### src/design/dasc_pkg.sv
// Constants shared by the dual converter control and readout logic
//
// Contract
// RULE1: Routing low: each output carries own channel
// RULE2: Routing high: A carries both, B floats
// RULE3: Count low: pair select picks one pair
// RULE4: Count high: pair zero then pair one
// RULE5: Trigger rising edge moves both stages to hold
// RULE6: Outputs driven only while select is low
// RULE7: Host clock runs sixteen times sample rate
// RULE8: Busy high until third LSB shifted out
// RULE9: Word is channel tag then 12-bit result
// RULE10: Sixteen data edges follow sync rising edge
// RULE11: Host allows sixteen cycles per conversion
// RULE12: Host may tie sync to trigger
// RULE13: Result bits shift most significant first
package dasc_pkg;
    localparam int RES_BITS = 12;
    localparam int WORD_BITS = 16;
    localparam int TAG_BITS = WORD_BITS - RES_BITS;
    localparam int CONV_CYCLES = 16;
    localparam int CNT_BITS = 5;
    // Word position, counted from the first bit, after which busy drops
    localparam int BUSY_CLR_POS = WORD_BITS - 3;
    localparam logic [1:0] TAG_PAD = 2'h0;
    localparam logic CH_A = 1'h0;
    localparam logic CH_B = 1'h1;
    typedef enum logic [0:0] {DASC_SAMPLE, DASC_CONVERT} dasc_conv_e;
endpackage

### src/design/dasc_top.sv
// Control and serial readout of a dual simultaneous sampling converter
`timescale 1ns/1ps
`default_nettype none
module dasc_top #(
    parameter int RES_BITS = dasc_pkg::RES_BITS
) (
    input wire logic mclk,
    input wire logic rst_n,
    input wire logic clk_en,
    input wire logic conversion_trigger,
    input wire logic readout_sync,
    input wire logic dev_select_n,
    input wire logic output_routing_select,
    input wire logic channel_count_select,
    input wire logic pair_select,
    input wire logic [RES_BITS-1:0] sample_a0,
    input wire logic [RES_BITS-1:0] sample_a1,
    input wire logic [RES_BITS-1:0] sample_b0,
    input wire logic [RES_BITS-1:0] sample_b1,
    output logic hold,
    output logic conv_pair,
    output logic busy,
    output logic sdo_a,
    output logic sdo_a_oe_n,
    output logic sdo_b,
    output logic sdo_b_oe_n
);
    import dasc_pkg::*;

    localparam int W = TAG_BITS + RES_BITS;

    if (RES_BITS != dasc_pkg::RES_BITS) begin : g_bad_width
        $error("dasc_top: word layout serves only the documented result width");
    end

    ////////////////////////////////////////////////////////////////////////////
    // Conversion control

    dasc_conv_e conv_q, conv_d;
    logic [CNT_BITS-1:0] ccnt_q, ccnt_d;
    logic trig_q, trig_d;
    logic seq_pair_q, seq_pair_d;
    logic pair_q, pair_d;
    logic [RES_BITS-1:0] hold_a_q, hold_a_d, hold_b_q, hold_b_d;
    logic [RES_BITS-1:0] res_a_q, res_a_d, res_b_q, res_b_d;
    logic res_pair_q, res_pair_d;
    logic trig_rise;

    always_comb begin
        trig_d = conversion_trigger;
        trig_rise = conversion_trigger & ~trig_q;
        conv_d = conv_q;
        ccnt_d = ccnt_q;
        seq_pair_d = seq_pair_q;
        pair_d = pair_q;
        hold_a_d = hold_a_q;
        hold_b_d = hold_b_q;
        res_a_d = res_a_q;
        res_b_d = res_b_q;
        res_pair_d = res_pair_q;
        if (!channel_count_select) begin
            seq_pair_d = 1'h0;
        end
        case (conv_q)
            DASC_SAMPLE: begin
                if (trig_rise) begin
                    // Both stages hold on the same edge, no phase skew  // RULE5
                    conv_d = DASC_CONVERT;
                    ccnt_d = '0;
                    if (channel_count_select) begin
                        pair_d = seq_pair_q; // RULE4
                        seq_pair_d = ~seq_pair_q; // RULE4
                    end else begin
                        pair_d = pair_select; // RULE3
                    end
                    hold_a_d = (channel_count_select ? seq_pair_q : pair_select) ?
                        sample_a1 : sample_a0; // RULE3
                    hold_b_d = (channel_count_select ? seq_pair_q : pair_select) ?
                        sample_b1 : sample_b0; // RULE3
                end
            end
            DASC_CONVERT: begin
                // Triggers during a conversion are ignored; the host paces them  // RULE11
                if (ccnt_q == CNT_BITS'(CONV_CYCLES - 1)) begin
                    conv_d = DASC_SAMPLE;
                    res_a_d = hold_a_q;
                    res_b_d = hold_b_q;
                    res_pair_d = pair_q;
                end else begin
                    ccnt_d = ccnt_q + CNT_BITS'(1);
                end
            end
            default: conv_d = DASC_SAMPLE;
        endcase
    end

    always_ff @(posedge mclk or negedge rst_n) begin
        if (!rst_n) begin
            conv_q <= DASC_SAMPLE;
            ccnt_q <= '0;
            trig_q <= 1'h0;
            seq_pair_q <= 1'h0;
            pair_q <= 1'h0;
            hold_a_q <= '0;
            hold_b_q <= '0;
            res_a_q <= '0;
            res_b_q <= '0;
            res_pair_q <= 1'h0;
        end else if (clk_en) begin
            conv_q <= conv_d;
            ccnt_q <= ccnt_d;
            trig_q <= trig_d;
            seq_pair_q <= seq_pair_d;
            pair_q <= pair_d;
            hold_a_q <= hold_a_d;
            hold_b_q <= hold_b_d;
            res_a_q <= res_a_d;
            res_b_q <= res_b_d;
            res_pair_q <= res_pair_d;
        end
    end

    ////////////////////////////////////////////////////////////////////////////
    // Serial readout
    // A carries two words back to back when routed alone; B only ever one.

    logic [2*W-1:0] sh_a_q, sh_a_d;
    logic [W-1:0] sh_b_q, sh_b_d;
    logic [CNT_BITS:0] scnt_q, scnt_d;
    logic shifting_q, shifting_d;
    logic route_q, route_d;
    logic sync_q, sync_d;
    logic busy_q, busy_d;
    logic hold_q, hold_d;
    logic oe_a_n_q, oe_a_n_d, oe_b_n_q, oe_b_n_d;
    logic [W-1:0] word_a, word_b;
    logic sync_rise;

    always_comb begin
        // Tag then result, result MSB first  // RULE9 RULE13
        word_a = {TAG_PAD, CH_A, res_pair_q, res_a_q};
        word_b = {TAG_PAD, CH_B, res_pair_q, res_b_q};
        sync_d = readout_sync;
        sync_rise = readout_sync & ~sync_q;
        sh_a_d = sh_a_q;
        sh_b_d = sh_b_q;
        scnt_d = scnt_q;
        shifting_d = shifting_q;
        route_d = route_q;
        busy_d = busy_q;
        if (sync_rise) begin
            // One bit per clock for each of the following edges  // RULE10
            shifting_d = 1'h1;
            scnt_d = '0;
            // Word length is latched so a routing change cannot cut a word on A
            route_d = output_routing_select;
            if (output_routing_select) begin
                sh_a_d = {word_a, word_b}; // RULE2
            end else begin
                sh_a_d = {word_a, {W{1'h0}}}; // RULE1
            end
            sh_b_d = word_b; // RULE1
        end else if (shifting_q) begin
            sh_a_d = {sh_a_q[2*W-2:0], 1'h0};
            sh_b_d = {sh_b_q[W-2:0], 1'h0};
            scnt_d = scnt_q + (CNT_BITS+1)'(1);
            if (scnt_q == (CNT_BITS+1)'((route_q ? 2 * W : W) - 1)) begin
                shifting_d = 1'h0;
            end
            // Third LSB has just left the pin  // RULE8
            if (scnt_q == (CNT_BITS+1)'(BUSY_CLR_POS)) begin
                busy_d = 1'h0;
            end
        end
        // New conversion wins over a clear in the same cycle  // RULE8
        if (conv_q == DASC_SAMPLE && trig_rise) begin
            busy_d = 1'h1;
        end
        hold_d = (conv_d == DASC_CONVERT); // RULE5
        // Pins float from the clock-enabled edge after the device is deselected  // RULE6
        oe_a_n_d = dev_select_n;
        // B follows the live routing pin, not the latched word length, so a
        // routing change between words never leaves B in the wrong drive state
        // Limitation: raising routing mid-word floats B before its word ends
        oe_b_n_d = dev_select_n | output_routing_select; // RULE1 RULE2
    end

    always_ff @(posedge mclk or negedge rst_n) begin
        if (!rst_n) begin
            sh_a_q <= '0;
            sh_b_q <= '0;
            scnt_q <= '0;
            shifting_q <= 1'h0;
            route_q <= 1'h0;
            sync_q <= 1'h0;
            busy_q <= 1'h0;
            hold_q <= 1'h0;
            oe_a_n_q <= 1'h1;
            oe_b_n_q <= 1'h1;
        end else if (clk_en) begin
            sh_a_q <= sh_a_d;
            sh_b_q <= sh_b_d;
            scnt_q <= scnt_d;
            shifting_q <= shifting_d;
            route_q <= route_d;
            sync_q <= sync_d;
            busy_q <= busy_d;
            hold_q <= hold_d;
            oe_a_n_q <= oe_a_n_d;
            oe_b_n_q <= oe_b_n_d;
        end
    end

    assign sdo_a = sh_a_q[2*W-1];
    assign sdo_b = sh_b_q[W-1];
    assign sdo_a_oe_n = oe_a_n_q;
    assign sdo_b_oe_n = oe_b_n_q;
    assign busy = busy_q;
    assign hold = hold_q;
    assign conv_pair = pair_q;
endmodule
`default_nettype wire

### config.mk
export PLATFORM = sky130hd
export DESIGN_NAME = dasc_top
export DESIGN_NICKNAME = d
export VERILOG_FILES = /design/src/design/dasc_pkg.sv /design/src/design/dasc_top.sv
export SDC_FILE = /design/constraint.sdc
export NUM_CORES = 1
export LEC_CHECK = 0
export BUFFER_PORTS_ARGS = -buffer_cell sky130_fd_sc_hd__buf_2
export CAP_MARGIN = 20
export CORE_UTILIZATION = 58
export DETAILED_ROUTE_END_ITERATION = 7
export PLACE_DENSITY = 0.86
export SYNTH_ARGS = -nofsm -noshare
export SYNTH_HDL_FRONTEND = slang
export SYNTH_SLANG_ARGS = --single-unit
### constraint.sdc
create_clock -name mclk -period 2.5 [get_ports mclk]
set_input_delay 0.125 -clock mclk [delete_from_list [all_inputs] [get_ports mclk]]
set_output_delay 0.125 -clock mclk [all_outputs]
set_load 0.05 [all_outputs]
==> impl_results.md <==
- Die W: ~98 um
- Antenna Diode Count: 0
- CP startpoint: seq_pair_q
- Met3 usage in global routing: 7.301%
- Initial Util: about three fifths
- Number of remaining DRC errors: 3
- Root Driver: clkbuf_8
- Final setup violation count: 0
- CTS tree: yes
- IO Pins: 64
- Hold_ws: approximately 0.072 ns
- Fin. max-slew vios: 0
- Mapped Avg Cell Area: between 10 and 15 um2
- Clk_lat worst skew: 0.51 ns
- Total gr overflow: 0
- Net count, final: slightly above 600
- Endpoints failing hold: 0
- Busiest grt layer: met2
- Failing checks: design-rule violations
- Rel. slew slack: a little over half
- Yosys cell types: 43
- Worst r2r src: seq_pair_q
- Worst setup SP type: register
- Synthesized net count: ~490
- CTS Buf Count: 17
- R2R Setup Slk: 0.41 ns
- Top_reg_cell synth: dfrtp_1
- Hold Crit Class: input pin to register
- PD cells: roughly 1100 nW/um2
- TNS Setup: 0 ns
- Worst vdd ir: approximately 0.86 mV
- # Post-CTS Setup Buffers: 0
- Worst R2R End: hold_a_q[8]
- Routed WL: around 13000 um
- Input/output buffers: 63
- Core area: 8848 um2
- Clock Sink Count: 118
- Vias in the first global route: roughly 4200
- Resized Gates After CTS: 0
- Seq/Total Area, Yosys: between 50% and 60%
- Post-synth top area share: between 50% and 60%
- Most frequent cells in the layout: dfrtp_1 (116), mux2_2 (64), buf_2 (62)
- Critical path capture point type: register
- Max Fclk: 477.9 MHz
- Post-synthesis register bit count: between 100 and 150
- DR WL/cell: approximately 19 um
- Clock Path Buffers: 2
- First-pass GRT wire length: around 21000 um
- Share of flip-flops with an asynchronous set or reset: 100.0%
- Post-DP HPWL: approximately 6700 um
- Critical Path Max Stage Delay: 0.59 ns
- Unrepaired setup endpoints after global routing: false
- Met2 Use GR: between 50% and 60%
- Met1 GRT Util: between 30 and 40%
- Maxcap violations: 0
- Actual slew at the worst max-slew pin: about 0.7 ns
- Post-synth EDFFs: 0
- Share of cells above drive strength 1: about 33%
- CP max FO: 25
- Drt pass-1 iters: 6
- Commonest non-fill, non-tap cell in the layout: dfrtp_1
- Die span in y: ~98 um
- Setup crit end: hold_a_q[8]
- Detailed-route via count: 3857
- DIE AREA: just under 10000 um2
- Largest cells by area after synthesis: dfrtp_1 (54%), mux2_2 (13%), mux2i_1 (6.2%)
- Final Skew: around 0.0071 ns
- Area growth syn-to-layout: 28.29%
- Total track usage: between 20% and 30%
- WP data required: 2.87 ns
- Minimum clock period: 2.092 ns
- Initial antenna violation count: 0
- Leak Pwr: between 3 and 4 nW
- Fin crit share: between 80% and 90%
- R2R depth: 5
- Largest net degree at the start of global routing: between 50 and 60
- Syn Std Cell Area: approximately 5400 um2
- Drt via density: roughly 5.8
- Initial DRC Count: 225
- WP data arrival: around 2.5 ns
- Post-CTS Hold Buffers: between 50 and 60
- Worst-path clk slew: ~0.06 ns
- Top cell type by total area after synthesis: dfrtp_1
- Antenna Nets Post-Route: 0
- Status: complete, but fails checks
- Setup CP Type: register to register
- H-tree levels: 4
- Post-synthesis instance total: between 400 and 500
- Slowest-stage cell, CP: dlygate4sd3_1
- Gpl congestion: between 0.7 and 0.8
- Yosys warns: 0
- Crit-path cells: mux2i_4 -> buf_4 -> mux2i_1 -> dlygate4sd3_1 -> a21oi_1
- Row cnt: 34
## synthesized netlist by cell type, types with 3 or more instances
cell type / number
ha_1: 4
inv_1: 11
o21ai_0: 11
buf_6: 3
and3_1: 3
nand3b_1: 3
clkbuf_1: 6
nor2_1: 31
dfrtp_1: 116
nand3_1: 6
nand2b_1: 5
buf_2: 11
mux2i_1: 33
nand2_1: 20
mux2_4: 10
a22o_1: 8
a2bb2oi_1: 5
xor2_1: 4
a21oi_1: 33
o211ai_1: 3
mux2_1: 4
mux2_2: 64
buf_4: 4
## sequential cells by signal, summed over array words and instances (netlist names)
signal	cells
sh_a_q	32
sh_b_q	16
hold_a_q	12
hold_b_q	12
res_a_q	12
res_b_q	12
scnt_q	6
ccnt_q	5
busy	1
conv_pair	1
hold	1
res_pair_q	1
route_q	1
sdo_a_oe_n	1
sdo_b_oe_n	1
seq_pair_q	1
shifting_q	1
sync_q	1
trig_q	1
## worst min path at each step
stage | from | to | slack (ns) | cells past startpoint
6_report | clk_en | sdo_b_oe_n | 0.07 | 3
5_1_grt | clk_en | sdo_b_oe_n | 0.09 | 3
4_1_cts | clk_en | sdo_b_oe_n | 0.03 | 3
3_5_place_dp | rst_n | shifting_q | 0.16 | 1
3_3_place_gp | rst_n | shifting_q | 0.15 | 1
2_1_floorplan | rst_n | busy | -0.17 | 0
## layout make-up
class,count,area [um2]
Fill cell,492,1978
Clock buffer,18,417.9
Tap cell,108,135.1
Multi-Input combinational cell,270,2193
Inverter,11,41.29
Clock inverter,14,176.4
Timing Repair Buffer,126,950.9
Sequential cell,118,2955
## worst max-delay path, delay by kind of cell (launching register included)
family / cells / cell delay (ns)
AO/OA/AOI/OAI: 1 / 0.07
buffers and inverters: 2 / 1.01
flip-flops: 1 / 0.42
multiplexers: 2 / 0.45
## cell families after synthesis
| logic type | Yosys count | synth area share (%) |
|---|---|---|
| AO/OA/AOI/OAI | 72 | 8.435 |
| XOR/XNOR | 5 | 0.8177 |
| adder cells (fa/ha/maj) | 4 | 0.9346 |
| buffers and inverters | 37 | 3.855 |
| flip-flops | 118 | 55.19 |
| multiplexers | 112 | 23.69 |
| AND/OR/NAND/NOR | 77 | 7.079 |
## per-stage QoR
stage	std cells	utilization, %	cell area (um2)	setup slack, ns	total power [mW]
final	665	77.64	6870	0.4077	7.254
after detailed placement	579	64.82	5736	0.5465	4.589
after global routing	665	77.64	6870	0.3258	7.571
after CTS	665	77.64	6870	0.4621	7.167
after floorplan	425	-	5355	0.6056	4.141
after global placement	579	64.82	5736	0.6233	4.452
## per-layer routing
| layer | vias up | share of wire (%) | wire length (um) |
|---|---|---|---|
| met4 | 0 | 3.2 | 408 |
| met2 | 135 | 53 | 6828 |
| met3 | 35 | 3.8 | 487 |
| li1 | 1749 | - | - |
| met1 | 1938 | 40 | 5190 |
| met5 | - | 0 | 0 |
## report_power, final
| part | switching [mW] | internal [mW] |
|---|---|---|
| combinational | 0.797 | 0.899 |
| clock | 0.915 | 1.53 |
| sequential | 0.498 | 2.62 |
(Power assumes the default switching activity.)
